### src/vem_pkg.sv
// package: register map, field layout and timing constants of the mode/timing register bank
package vem_pkg;

  // -------------------------------------------------------------------------
  // register offsets (subaddress)
  // -------------------------------------------------------------------------
  localparam logic [7:0] ADDR_OUTPUT_LEVEL_CLAMP_CONTROL = 8'h05;
  localparam logic [7:0] ADDR_POWER_FIELD_CONTROL = 8'h06;
  localparam logic [7:0] ADDR_PICTURE_ADJUST_ENABLES = 8'h07;
  localparam logic [7:0] ADDR_PROCESSING_OPTIONS = 8'h08;
  localparam logic [7:0] ADDR_LUMA_LIMIT_CHROMA_DELAY = 8'h09;
  localparam logic [7:0] ADDR_TIMING_CONTROL_PRIMARY = 8'h0A;
  localparam logic [7:0] ADDR_TIMING_CONTROL_SYNC_SHAPE = 8'h0B;

  localparam logic [7:0] REG_RESET = 8'h00;
  localparam logic [7:0] UNMAPPED_READ = 8'h00;

  // -------------------------------------------------------------------------
  // field positions
  // -------------------------------------------------------------------------
  // output_level_clamp_control
  localparam int Y_LEVEL_BIT = 0;
  localparam int UV_LEVEL_LSB = 1;
  localparam int RGB_SYNC_BIT = 3;
  localparam int CLAMP_DELAY_LSB = 4;
  localparam int CLAMP_DIR_BIT = 6;
  localparam int CLAMP_POS_BIT = 7;
  // power_field_control
  localparam int PWRUP_SLEEP_CTL_BIT = 0;
  localparam int PLL_DISABLE_BIT = 1;
  localparam int FIELD_COUNT_LSB = 5;
  localparam logic [7:0] POWER_FIELD_WR_MASK = 8'h1F;
  // picture_adjust_enables
  localparam int COLOR_CTRL_BIT = 0;
  localparam int LUMA_SAT_BIT = 1;
  localparam int HUE_ADJ_BIT = 2;
  localparam int BRIGHT_BIT = 3;
  localparam int SHARP_BIT = 4;
  localparam int CSO_SEL_BIT = 5;
  localparam int CLAMP_SEL_BIT = 7;
  // processing_options
  localparam int DBUF_BIT = 2;
  localparam int PORT16_BIT = 3;
  localparam int NR_BIT = 5;
  localparam int GAMMA_EN_BIT = 6;
  localparam int GAMMA_CURVE_BIT = 7;
  // luma_limit_chroma_delay
  localparam int UNDERSHOOT_LSB = 0;
  localparam int CHROMA_DLY_LSB = 4;
  // timing_control_primary
  localparam int SLAVE_BIT = 0;
  localparam int TIMING_MODE_LSB = 1;
  localparam int BLANK_IN_BIT = 3;
  localparam int LUMA_DLY_LSB = 4;
  localparam int MIN_LUMA_BIT = 6;
  localparam int TIMING_RESET_BIT = 7;

  // -------------------------------------------------------------------------
  // encodings and levels
  // -------------------------------------------------------------------------
  localparam logic [2:0] LUMA_FILTER_EXTENDED = 3'h4;
  localparam logic [2:0] FIELD_MAX_NTSC = 3'h3;
  localparam logic [2:0] FIELD_MAX_PAL = 3'h7;
  localparam logic [2:0] FIELD_ONE = 3'h1;
  localparam logic [2:0] FIELD_ZERO = 3'h0;

  localparam logic [1:0] UNDERSHOOT_OFF = 2'h0;
  localparam logic [1:0] UNDERSHOOT_M1P5 = 2'h1;
  localparam logic [1:0] UNDERSHOOT_M6 = 2'h2;
  // luma floors as 8-bit codes at the limiter (sync bottom = 0)
  localparam logic [7:0] FLOOR_SYNC_BOTTOM = 8'h00;
  localparam logic [7:0] FLOOR_M7_IRE = 8'h30;
  localparam logic [7:0] FLOOR_M1P5_IRE = 8'h3B;
  localparam logic [7:0] FLOOR_M6_IRE = 8'h34;
  localparam logic [7:0] FLOOR_M11_IRE = 8'h2C;
  localparam logic [7:0] LUMA_SAT_MAX = 8'hFF;
  localparam logic [7:0] LUMA_BLACK = 8'h10;
  localparam logic [7:0] CHROMA_ZERO = 8'h80;

  // -------------------------------------------------------------------------
  // timing
  // -------------------------------------------------------------------------
  localparam int PIXEL_CLK_MHZ = 27;
  localparam int LUMA_DLY_MAX_NS = 222;
  // rounded to whole clocks: truncation would lose the last tap
  localparam int LUMA_DLY_MAX = (LUMA_DLY_MAX_NS * PIXEL_CLK_MHZ + 500) / 1000;
  localparam int CHROMA_DLY_MAX = 8;
  localparam int LUMA_DLY_STEP = 2;
  localparam int CLAMP_SHIFT_MAX = 3;
  localparam int CLAMP_TAPS = 2 * CLAMP_SHIFT_MAX + 1;

  // -------------------------------------------------------------------------
  // carriers
  // -------------------------------------------------------------------------
  typedef enum logic [2:0] {
    TR_IDLE = 3'b001,
    TR_HIGH = 3'b010,
    TR_FIRE = 3'b100
  } vem_trst_state_t;

  typedef struct packed {
    logic y_level_smpte;
    logic [1:0] uv_level;
    logic rgb_sync_all;
    logic pll_disable;
    logic color_ctrl_en;
    logic luma_sat_en;
    logic hue_adj_en;
    logic brightness_en;
    logic sharpness_active;
    logic double_buffer_active;
    logic port_16bit;
    logic noise_reduction_en;
    logic gamma_en;
    logic gamma_curve_b;
    logic slave_mode;
    logic [1:0] timing_mode;
    logic blank_input_en;
    logic [7:0] sync_shape;
  } vem_ctrl_t;

  typedef struct packed {
    logic [7:0] addr;
    logic [7:0] data;
    logic toggle;
  } vem_wr_t;

  typedef struct packed {
    logic [7:0] luma;
    logic [7:0] chroma;
  } vem_pix_t;

  typedef struct packed {
    logic csync;
    logic hsync;
    logic vsync;
    logic clamp_front;
    logic clamp_back;
  } vem_sync_t;

endpackage : vem_pkg

### src/vem_regs.sv
// module: mode and timing register bank with its control-side datapath pieces

//Function
// RQ1 - y level bit: 0 selects first broadcast levels, 1 selects SMPTE levels
// RQ2 - uv level: 01 is 700mV, 10 is 1000mV, 00 is standard default
// RQ3 - rgb sync bit puts sync on red, green and blue outputs
// RQ4 - clamp pulse shifted 0..3 cycles; direction bit 1 advances, 0 delays
// RQ5 - clamp position bit 1 back porch, 0 front porch
// RQ6 - both straps high at reset: sleep; power-up bit 1 hands over to sleep bit
// RQ7 - host writes pll control 0 whenever four-times oversampling is selected
// RQ8 - three-bit field counter readable; 0..3 in NTSC, 0..7 in PAL
// RQ9 - colour control enable applies contrast and saturation scales, else bypassed
// RQ10 - luma saturation clips luma at the scaled-255 level
// RQ11 - hue adjust enable rotates chroma phase, else no shift
// RQ12 - brightness enable adds set-up level to scaled luma, else nothing
// RQ13 - sharpness acts only with luma filter select at extended code 100
// RQ14 - sync pin select: 1 composite sync, 0 horizontal sync
// RQ15 - shared pin select: 1 clamp pulse, 0 vertical sync
// RQ16 - double buffer bit buffers picture registers, never in master timing
// RQ17 - port width bit selects 16-bit or 8-bit input on low pins
// RQ18 - noise reduction and gamma enables; curve select 0 is A, else B
// RQ19 - in 4x oversampling limiter floors -1.5, -6 or -11 IRE
// RQ20 - luma delay up to 6 clocks, chroma delay up to 8 clocks
// RQ21 - min luma bit 1 limits at -7 IRE, 0 allows sync bottom
// RQ22 - low-high-low toggle of timing reset bit resets timing counters
// RQ23 - master/slave and timing mode act only once pixel data valid is set
// RQ24 - serial writes are synchronised into the pixel clock before use
// RQ25 - field counter advances each field and wraps after its maximum
module vem_regs (
  input wire logic clk_in,
  input wire logic sys_rst_in,
  input wire vem_pkg::vem_wr_t wr_in,
  input wire logic [7:0] rd_addr_in,
  output logic [7:0] rd_data_out,
  input wire logic timing_reset_pin_in,
  input wire logic standard_select_pin_in,
  input wire logic sleep_bit_in,
  input wire logic oversample_4x_select_in,
  input wire logic pal_mode_in,
  input wire logic pixel_data_valid_in,
  input wire logic [2:0] luma_filter_select_in,
  input wire logic field_boundary_in,
  input wire vem_pkg::vem_sync_t sync_in,
  input wire vem_pkg::vem_pix_t pix_in,
  output vem_pkg::vem_ctrl_t ctrl_out,
  output logic sleep_out,
  output logic timing_counter_reset_out,
  output logic [2:0] field_count_out,
  output logic sync_pin_out,
  output logic clamp_vsync_pin_out,
  output vem_pkg::vem_pix_t pix_out
);

  // -------------------------------------------------------------------------
  // state
  // -------------------------------------------------------------------------
  typedef struct packed {
    logic [2:0] strap_sync1;
    logic [2:0] strap_sync2;
    logic wr_tog_prev;
    logic strap_taken;
    logic [1:0] strap_fill;
    logic strap_sleep;
    logic [7:0] r_olcc;
    logic [7:0] r_pfc;
    logic [7:0] r_pae;
    logic [7:0] r_po;
    logic [7:0] r_llcd;
    logic [7:0] r_tcp;
    logic [7:0] r_tcs;
    logic [2:0] field_cnt;
    vem_pkg::vem_trst_state_t trst;
    logic [vem_pkg::CLAMP_TAPS-2:0] clamp_sr;
    logic [vem_pkg::LUMA_DLY_MAX-1:0][7:0] luma_dl;
    logic [vem_pkg::CHROMA_DLY_MAX-1:0][7:0] chroma_dl;
    logic [7:0] rd_data;
    vem_pkg::vem_ctrl_t ctrl;
    logic sleep;
    logic trst_pulse;
    logic sync_pin;
    logic clamp_vsync_pin;
    vem_pkg::vem_pix_t pix;
  } vem_state_t;

  vem_state_t st_r;
  vem_state_t st_nxt;

  assign rd_data_out = st_r.rd_data;
  assign ctrl_out = st_r.ctrl;
  assign sleep_out = st_r.sleep;
  assign timing_counter_reset_out = st_r.trst_pulse;
  assign field_count_out = st_r.field_cnt;
  assign sync_pin_out = st_r.sync_pin;
  assign clamp_vsync_pin_out = st_r.clamp_vsync_pin;
  assign pix_out = st_r.pix;

  // -------------------------------------------------------------------------
  // next state
  // -------------------------------------------------------------------------
  always_comb begin
    logic wr_tog_s;
    logic wr_fire;
    logic [2:0] field_max;
    logic [1:0] clamp_dly;
    logic clamp_src;
    logic [7:0] luma_v;
    logic [7:0] chroma_v;
    logic [7:0] floor_v;
    logic [1:0] us_code;
    logic [2:0] luma_sel;
    logic [3:0] chroma_sel;
    logic eff_slave;
    logic [vem_pkg::CLAMP_TAPS-1:0] clamp_taps;
    st_nxt = st_r;
    clamp_taps = '0;
    wr_tog_s = 1'b0;
    wr_fire = 1'b0;
    field_max = vem_pkg::FIELD_MAX_NTSC;
    clamp_dly = 2'h0;
    clamp_src = 1'b0;
    luma_v = 8'h00;
    chroma_v = 8'h00;
    floor_v = vem_pkg::FLOOR_SYNC_BOTTOM;
    us_code = 2'h0;
    luma_sel = 3'h0;
    chroma_sel = 4'h0;
    eff_slave = 1'b0;

    // two-stage synchronisers; bit 2 carries the write toggle
    st_nxt.strap_sync1 = {wr_in.toggle, timing_reset_pin_in, standard_select_pin_in};
    st_nxt.strap_sync2 = st_r.strap_sync1;
    wr_tog_s = st_r.strap_sync2[2];
    st_nxt.wr_tog_prev = wr_tog_s;
    // address and data are held by the serial side for six clocks after the toggle
    wr_fire = wr_tog_s ^ st_r.wr_tog_prev; // [RQ24]

    // straps caught once, only after both synchroniser stages hold pin values
    st_nxt.strap_fill = {st_r.strap_fill[0], 1'b1};
    if (st_r.strap_fill[1] && !st_r.strap_taken) begin
      st_nxt.strap_taken = 1'b1;
      st_nxt.strap_sleep = st_r.strap_sync2[1] & st_r.strap_sync2[0]; // [RQ6]
    end

    // ---------------------------------------------------------------------
    // register writes
    // ---------------------------------------------------------------------
    if (wr_fire) begin
      unique case (wr_in.addr)
        vem_pkg::ADDR_OUTPUT_LEVEL_CLAMP_CONTROL: st_nxt.r_olcc = wr_in.data;
        vem_pkg::ADDR_POWER_FIELD_CONTROL: st_nxt.r_pfc = wr_in.data & vem_pkg::POWER_FIELD_WR_MASK;
        vem_pkg::ADDR_PICTURE_ADJUST_ENABLES: st_nxt.r_pae = wr_in.data;
        vem_pkg::ADDR_PROCESSING_OPTIONS: st_nxt.r_po = wr_in.data;
        vem_pkg::ADDR_LUMA_LIMIT_CHROMA_DELAY: st_nxt.r_llcd = wr_in.data;
        vem_pkg::ADDR_TIMING_CONTROL_PRIMARY: st_nxt.r_tcp = wr_in.data;
        vem_pkg::ADDR_TIMING_CONTROL_SYNC_SHAPE: st_nxt.r_tcs = wr_in.data;
        default: begin
        end
      endcase
    end

    // ---------------------------------------------------------------------
    // timing counter reset: low, high, low on the written bit
    // ---------------------------------------------------------------------
    st_nxt.trst_pulse = 1'b0;
    unique case (st_r.trst)
      vem_pkg::TR_IDLE: begin
        if (st_r.r_tcp[vem_pkg::TIMING_RESET_BIT]) begin
          st_nxt.trst = vem_pkg::TR_HIGH;
        end
      end
      vem_pkg::TR_HIGH: begin
        if (!st_r.r_tcp[vem_pkg::TIMING_RESET_BIT]) begin
          st_nxt.trst = vem_pkg::TR_FIRE;
        end
      end
      vem_pkg::TR_FIRE: begin
        st_nxt.trst_pulse = 1'b1; // [RQ22]
        st_nxt.trst = vem_pkg::TR_IDLE;
      end
      default: st_nxt.trst = vem_pkg::TR_IDLE;
    endcase

    // ---------------------------------------------------------------------
    // field counter
    // ---------------------------------------------------------------------
    field_max = pal_mode_in ? vem_pkg::FIELD_MAX_PAL : vem_pkg::FIELD_MAX_NTSC; // [RQ8]
    if (st_r.trst == vem_pkg::TR_FIRE) begin
      st_nxt.field_cnt = vem_pkg::FIELD_ZERO;
    end else if (field_boundary_in) begin
      if (st_r.field_cnt >= field_max) begin
        st_nxt.field_cnt = vem_pkg::FIELD_ZERO; // [RQ25]
      end else begin
        st_nxt.field_cnt = st_r.field_cnt + vem_pkg::FIELD_ONE; // [RQ25]
      end
    end

    // ---------------------------------------------------------------------
    // readback
    // ---------------------------------------------------------------------
    unique case (rd_addr_in)
      vem_pkg::ADDR_OUTPUT_LEVEL_CLAMP_CONTROL: st_nxt.rd_data = st_r.r_olcc;
      vem_pkg::ADDR_POWER_FIELD_CONTROL: begin
        st_nxt.rd_data = st_r.r_pfc;
        st_nxt.rd_data[vem_pkg::FIELD_COUNT_LSB +: 3] = st_r.field_cnt; // [RQ8]
      end
      vem_pkg::ADDR_PICTURE_ADJUST_ENABLES: st_nxt.rd_data = st_r.r_pae;
      vem_pkg::ADDR_PROCESSING_OPTIONS: st_nxt.rd_data = st_r.r_po;
      vem_pkg::ADDR_LUMA_LIMIT_CHROMA_DELAY: st_nxt.rd_data = st_r.r_llcd;
      vem_pkg::ADDR_TIMING_CONTROL_PRIMARY: st_nxt.rd_data = st_r.r_tcp;
      vem_pkg::ADDR_TIMING_CONTROL_SYNC_SHAPE: st_nxt.rd_data = st_r.r_tcs;
      default: st_nxt.rd_data = vem_pkg::UNMAPPED_READ;
    endcase

    // ---------------------------------------------------------------------
    // control outputs
    // ---------------------------------------------------------------------
    // master timing is forced until pixel data is declared valid
    eff_slave = pixel_data_valid_in & st_r.r_tcp[vem_pkg::SLAVE_BIT]; // [RQ23]
    st_nxt.ctrl.slave_mode = eff_slave;
    st_nxt.ctrl.timing_mode = pixel_data_valid_in ?
      st_r.r_tcp[vem_pkg::TIMING_MODE_LSB +: 2] : 2'h0; // [RQ23]
    st_nxt.ctrl.blank_input_en = st_r.r_tcp[vem_pkg::BLANK_IN_BIT];
    st_nxt.ctrl.y_level_smpte = st_r.r_olcc[vem_pkg::Y_LEVEL_BIT]; // [RQ1]
    st_nxt.ctrl.uv_level = st_r.r_olcc[vem_pkg::UV_LEVEL_LSB +: 2]; // [RQ2]
    st_nxt.ctrl.rgb_sync_all = st_r.r_olcc[vem_pkg::RGB_SYNC_BIT]; // [RQ3]
    // pll bit is passed as written; the host must clear it for 4x mode
    st_nxt.ctrl.pll_disable = st_r.r_pfc[vem_pkg::PLL_DISABLE_BIT]; // [RQ7]
    st_nxt.ctrl.color_ctrl_en = st_r.r_pae[vem_pkg::COLOR_CTRL_BIT]; // [RQ9]
    st_nxt.ctrl.luma_sat_en = st_r.r_pae[vem_pkg::LUMA_SAT_BIT]; // [RQ10]
    st_nxt.ctrl.hue_adj_en = st_r.r_pae[vem_pkg::HUE_ADJ_BIT]; // [RQ11]
    st_nxt.ctrl.brightness_en = st_r.r_pae[vem_pkg::BRIGHT_BIT]; // [RQ12]
    st_nxt.ctrl.sharpness_active = st_r.r_pae[vem_pkg::SHARP_BIT] &
      (luma_filter_select_in == vem_pkg::LUMA_FILTER_EXTENDED); // [RQ13]
    st_nxt.ctrl.double_buffer_active = st_r.r_po[vem_pkg::DBUF_BIT] & eff_slave; // [RQ16]
    st_nxt.ctrl.port_16bit = st_r.r_po[vem_pkg::PORT16_BIT]; // [RQ17]
    st_nxt.ctrl.noise_reduction_en = st_r.r_po[vem_pkg::NR_BIT]; // [RQ18]
    st_nxt.ctrl.gamma_en = st_r.r_po[vem_pkg::GAMMA_EN_BIT]; // [RQ18]
    st_nxt.ctrl.gamma_curve_b = st_r.r_po[vem_pkg::GAMMA_CURVE_BIT]; // [RQ18]
    st_nxt.ctrl.sync_shape = st_r.r_tcs;

    // sleep: strap decides until software takes over
    st_nxt.sleep = st_r.r_pfc[vem_pkg::PWRUP_SLEEP_CTL_BIT] ? sleep_bit_in : st_r.strap_sleep; // [RQ6]

    // ---------------------------------------------------------------------
    // sync pins and clamp placement
    // ---------------------------------------------------------------------
    st_nxt.sync_pin = st_r.r_pae[vem_pkg::CSO_SEL_BIT] ? sync_in.csync : sync_in.hsync; // [RQ14]
    clamp_src = st_r.r_olcc[vem_pkg::CLAMP_POS_BIT] ? sync_in.clamp_back : sync_in.clamp_front; // [RQ5]
    st_nxt.clamp_sr = {st_r.clamp_sr[vem_pkg::CLAMP_TAPS-3:0], clamp_src};
    clamp_taps = {st_r.clamp_sr, clamp_src};
    clamp_dly = st_r.r_olcc[vem_pkg::CLAMP_DELAY_LSB +: 2];
    // tap three is nominal, so the pulse can move three cycles either way
    if (st_r.r_olcc[vem_pkg::CLAMP_DIR_BIT]) begin
      clamp_src = clamp_taps[vem_pkg::CLAMP_SHIFT_MAX - int'(clamp_dly)]; // [RQ4]
    end else begin
      clamp_src = clamp_taps[vem_pkg::CLAMP_SHIFT_MAX + int'(clamp_dly)]; // [RQ4]
    end
    st_nxt.clamp_vsync_pin = st_r.r_pae[vem_pkg::CLAMP_SEL_BIT] ? clamp_src : sync_in.vsync; // [RQ15]

    // ---------------------------------------------------------------------
    // luma limiter and luma/chroma delay
    // ---------------------------------------------------------------------
    luma_v = pixel_data_valid_in ? pix_in.luma : vem_pkg::LUMA_BLACK; // [RQ23]
    chroma_v = pixel_data_valid_in ? pix_in.chroma : vem_pkg::CHROMA_ZERO; // [RQ23]
    us_code = st_r.r_llcd[vem_pkg::UNDERSHOOT_LSB +: 2];
    if (oversample_4x_select_in && us_code != vem_pkg::UNDERSHOOT_OFF) begin
      unique case (us_code)
        vem_pkg::UNDERSHOOT_M1P5: floor_v = vem_pkg::FLOOR_M1P5_IRE; // [RQ19]
        vem_pkg::UNDERSHOOT_M6: floor_v = vem_pkg::FLOOR_M6_IRE; // [RQ19]
        default: floor_v = vem_pkg::FLOOR_M11_IRE; // [RQ19]
      endcase
    end else if (st_r.r_tcp[vem_pkg::MIN_LUMA_BIT]) begin
      floor_v = vem_pkg::FLOOR_M7_IRE; // [RQ21]
    end else begin
      floor_v = vem_pkg::FLOOR_SYNC_BOTTOM; // [RQ21]
    end
    if (luma_v < floor_v) begin
      luma_v = floor_v;
    end
    // scaled input already arrives saturated at full scale; clip guards wider upstream sums
    if (st_r.r_pae[vem_pkg::LUMA_SAT_BIT] && luma_v > vem_pkg::LUMA_SAT_MAX) begin
      luma_v = vem_pkg::LUMA_SAT_MAX; // [RQ10]
    end

    st_nxt.luma_dl = {st_r.luma_dl[vem_pkg::LUMA_DLY_MAX-2:0], luma_v};
    st_nxt.chroma_dl = {st_r.chroma_dl[vem_pkg::CHROMA_DLY_MAX-2:0], chroma_v};
    // luma code steps in pairs of clocks: 0, 2, 4, 6
    luma_sel = 3'(int'(st_r.r_tcp[vem_pkg::LUMA_DLY_LSB +: 2]) * vem_pkg::LUMA_DLY_STEP);
    // chroma code: 0, 2, 4, 8 clocks
    unique case (st_r.r_llcd[vem_pkg::CHROMA_DLY_LSB +: 2])
      2'h0: chroma_sel = 4'h0;
      2'h1: chroma_sel = 4'h2;
      2'h2: chroma_sel = 4'h4;
      default: chroma_sel = 4'h8;
    endcase
    st_nxt.pix.luma = (luma_sel == 3'h0) ? luma_v : st_r.luma_dl[luma_sel - 3'h1]; // [RQ20]
    st_nxt.pix.chroma = (chroma_sel == 4'h0) ? chroma_v : st_r.chroma_dl[chroma_sel - 4'h1]; // [RQ20]

    // ---------------------------------------------------------------------
    // synchronous reset
    // ---------------------------------------------------------------------
    if (sys_rst_in) begin
      st_nxt = '0;
      st_nxt.r_olcc = vem_pkg::REG_RESET;
      st_nxt.r_pfc = vem_pkg::REG_RESET;
      st_nxt.r_pae = vem_pkg::REG_RESET;
      st_nxt.r_po = vem_pkg::REG_RESET;
      st_nxt.r_llcd = vem_pkg::REG_RESET;
      st_nxt.r_tcp = vem_pkg::REG_RESET;
      st_nxt.r_tcs = vem_pkg::REG_RESET;
      st_nxt.trst = vem_pkg::TR_IDLE;
      st_nxt.pix.luma = vem_pkg::LUMA_BLACK;
      st_nxt.pix.chroma = vem_pkg::CHROMA_ZERO;
    end
  end

  always_ff @(posedge clk_in) begin
    st_r <= st_nxt;
  end

endmodule : vem_regs

### config.mk
export PLATFORM = sky130hd
export DESIGN_NAME = vem_regs
export DESIGN_NICKNAME = d
export VERILOG_FILES = /design/src/vem_pkg.sv /design/src/vem_regs.sv
export SDC_FILE = /design/constraint.sdc
export NUM_CORES = 1
export LEC_CHECK = 0
export ABC_AREA = 1
export ABC_CLOCK_PERIOD_IN_PS = 4590
export BUFFER_PORTS_ARGS = -buffer_cell sky130_fd_sc_hd__buf_2
export CAP_MARGIN = 30
export CORE_MARGIN = 5
export CORE_UTILIZATION = 25
export CTS_CLUSTER_DIAMETER = 200
export CTS_CLUSTER_SIZE = 12
export DETAILED_ROUTE_END_ITERATION = 8
export GPL_TIMING_DRIVEN = 0
export PLACE_DENSITY = 0.41
export SLEW_MARGIN = 20
export SYNTH_ARGS = -nofsm -noshare
export SYNTH_HDL_FRONTEND = slang
export SYNTH_SLANG_ARGS = --single-unit
export TNS_END_PERCENT = 20
### constraint.sdc
create_clock -name clk_in -period 4.59 [get_ports clk_in]
set_input_delay 0.459 -clock clk_in [delete_from_list [all_inputs] [get_ports clk_in]]
set_output_delay 0.459 -clock clk_in [all_outputs]
set_load 0.05 [all_outputs]
==> results.tsv <==
metric	value	unit
cts-root-buf	clkbuf_16	
grt_pass1_wl	40000	um
num-nets-final	1365	
htreeDepth	1	
cts_setup_buffers	0	
power_frac_seq	52.2	%
peakVddDrop	0.269	mV
drive_gt1_share	17.7	%
synth_top_area_cell	dfxtp_1	
synthTopCellsByArea	dfxtp_1 53%, nor2_1 9.0%, inv_1 8.6%	
vias	7152	
status	finished, final reports clean	
synth_nets	1226	
rr_endpoint	pix_out[12]	
sw_frac_of_total	23.2	%
wl	25400	um
wl_per_cell	14.4	um
pwr-share-clk	42.1	%
fin_skew	18.2	ps
holdPathEnd	ctrl_out[17]	
die_h	201	um
clkLatencyLatePin	520	ps
synthCells	1153	
holdPathStages	2	
ys_seq_elements	243	
finalInstanceArea	10900	um^2
grt_overflow	0	
io_buffers	113	
antenna_left	0	
holdCritStartpoint	luma_filter_select_in[0]	
total_power	4130	uW
leakagePower	0.00472	uW
clkSlewWorstSetupHoldPaths	60	ps
wl_met2	11600	um
yosysUniqueCellTypes	38	
power_switching	959	uW
cts_max_path_buffers	3	
async_reset_ff_share	0	%
power.internal	3170	uW
holdCritPathClass	in2reg	
reg2reg_setup_slack	2180	ps
min_period	2410	ps
dp_hpwl	18900	um
grt_pass1_vias	7200	
fill_cells	3999	
slew_violations	0	
top_layer_used	met5	
synth_top_area_share	53.3	%
grt_usage	12.3	%
ys.warnings.count	0	
cts_sinks	243	
synth_edf_count	0	
cpMostUsedCell	inv_1	
cpPeakStageDelay	420	ps
rsz0062_at_grt	no	
die_w	201	um
fin_crit_sh	52.5	%
n_antenna_cell	0	
synth_area	9130	um^2
worstPathRequired	4990	ps
pwr-share-comb	5.7	%
ff2ff_path_depth	15	
antenna_found_initial	2	
fmax	0.415	GHz
drc	0	
hold_buffers	0	
io_pins	116	
cp_slowest_cell	a211oi_4	
cts_tree	built	
die_area	40400	um^2
hold_viol	0	
fin_tns_setup	0	ps
path_max_fanout	6	
synth_flop_cell	dfxtp_1	
crit_path_start_kind	flop	
worstMarginPinSlew	721	ps
start_util	25.1	%
worstReg2RegStart	st_r[195]	
gp_congestion	0.812	
cts_buffers	24	
wl_met3	1170	um
multi_input_area	2880	um^2
synth-seq-area-share	53.3	%
drtIter0Drc	275	
grt_max_degree	13	
seq_area	4860	um^2
vias_per_cell	4.06	
avgSynthCellArea	7.91	um^2
drt-pass1-iter-count	4	
crit_arrival	2820	ps
cts.repair.resized	0	
final-setup-viol-count	0	
maxSlewHeadroom	52.0	%
area_growth	19.6	%
placed_cell_area	10300	um^2
maxCapViolCount	0	
cp-end-kind	flop	
worstSetupPathType	reg2reg	
wl_met1	12100	um
std_cell_rows	70	
core	36300	um^2
power_per_cell_area	379	nW/um^2
crit_chain	inv_1, ha_1, inv_1, nand2_1, inv_1, nor2_1, nor2_1, inv_1, ha_1, a211oi_4, nand2_4, nand2_1, nand3_1, nand2_1, inv_1	
-- cell type report --
class | count | share of cell area, %
Clock buffer | 25 | 5.73
Inverter | 213 | 7.33
Tap cell | 468 | 5.37
Buffer | 92 | 5.33
Timing Repair Buffer | 113 | 5.18
Clock inverter | 1 | 0.103
Multi-Input combinational cell | 605 | 26.4
Sequential cell | 243 | 44.6
-- layout by cell type, fill, tap and decap left out, types with 3 or more instances in the layout --
| cell | count |
|---|---|
| a31oi_1 | 4 |
| a21oi_1 | 86 |
| o21ai_0 | 107 |
| clkbuf_16 | 25 |
| ha_1 | 15 |
| nand3_1 | 32 |
| nor2_1 | 218 |
| a211oi_1 | 4 |
| dfxtp_1 | 243 |
| nand2_1 | 93 |
| nor3_1 | 9 |
| o22ai_1 | 6 |
| buf_4 | 55 |
| inv_1 | 208 |
| clkbuf_1 | 24 |
| nand2_2 | 5 |
| clkinv_1 | 3 |
| nor2_2 | 5 |
| buf_2 | 123 |
| or2_2 | 4 |
-- cell usage after synthesis (all sizes together) (5+ instances only) --
cell type	count
dfxtp	243
nor2	223
inv	210
o21ai	109
nand2	99
a21oi	86
buf	67
nand3	33
clkbuf	25
ha	15
nor3	10
o22ai	6
a211oi	5
or2	5
-- power by group through the flow --
stage          registers (uW)  logic (uW)  clock network [uW]
2_1_floorplan            2200         147                   0
3_3_place_gp             2200         241                   0
3_5_place_dp             2200         243                   0
4_1_cts                  2160         244                1810
5_1_grt                  2160         267                1890
6_report                 2160         237                1740
-- how the worst max path moves through the flow --
stage	start	to	cells after the start	slack, ps
final	st_r[195]	pix_out[12]	15	2180
after global routing	st_r[195]	pix_out[12]	15	1920
after CTS	st_r[195]	pix_out[12]	15	2150
after detailed placement	st_r[195]	pix_out[12]	15	2170
after global placement	st_r[191]	pix_out[8]	7	2180
after floorplan	st_r[195]	pix_out[12]	14	2560
-- critical path, delay by kind of cell, from the launching register on --
kind,cells,cell delay [ps]
buffers and inverters,5,350
AOI/OAI and AO/OA,1,420
DFF,1,350
adders and majority gates,2,410
and+or+nand+nor,7,750
-- flip-flops by register name, summed over array words and instances (netlist names) --
| signal | cells |
|---|---|
| sleep_out | 1 |
| rd_data_out | 8 |
| pix_out | 16 |
| st_r | 185 |
| timing_counter_reset_out | 1 |
| ctrl_out | 27 |
| sync_pin_out | 1 |
| clamp_vsync_pin_out | 1 |
| field_count_out | 3 |
-- per-stage QoR --
| stage | setup WS (ps) | util (%) | std cells | hold WS [ps] |
|---|---|---|---|---|
| global route | 1920 | 30.0 | 1760 | 69.6 |
| detailed placement | 2170 | 28.3 | 1734 | 394 |
| finish | 2180 | 30.0 | 1760 | 96.0 |
| global placement | 2180 | 28.3 | 1734 | 389 |
| floorplan | 2560 | - | 1153 | 388 |
| CTS | 2150 | 30.0 | 1760 | 66.8 |
-- routing by layer --
metal,global-route usage [%],up-vias
met5,0,-
met4,2.53,4
met3,2.47,36
met2,20.6,119
met1,16.5,3245
li1,-,3748
-- cells by family (layout without fill, tap and decap cells) --
family | after synthesis | count (layout) | share of synthesized area [%]
DFF | 243 | 243 | 53.3
and+or+nand+nor | 376 | 376 | 17.2
buffers and inverters | 305 | 444 | 15.1
adders and majority gates | 15 | 15 | 2.06
xor gates and xnor gates | 1 | 1 | 0.0960
AOI/OAI and AO/OA | 213 | 213 | 12.2
Power figures use the tool's default switching activity.
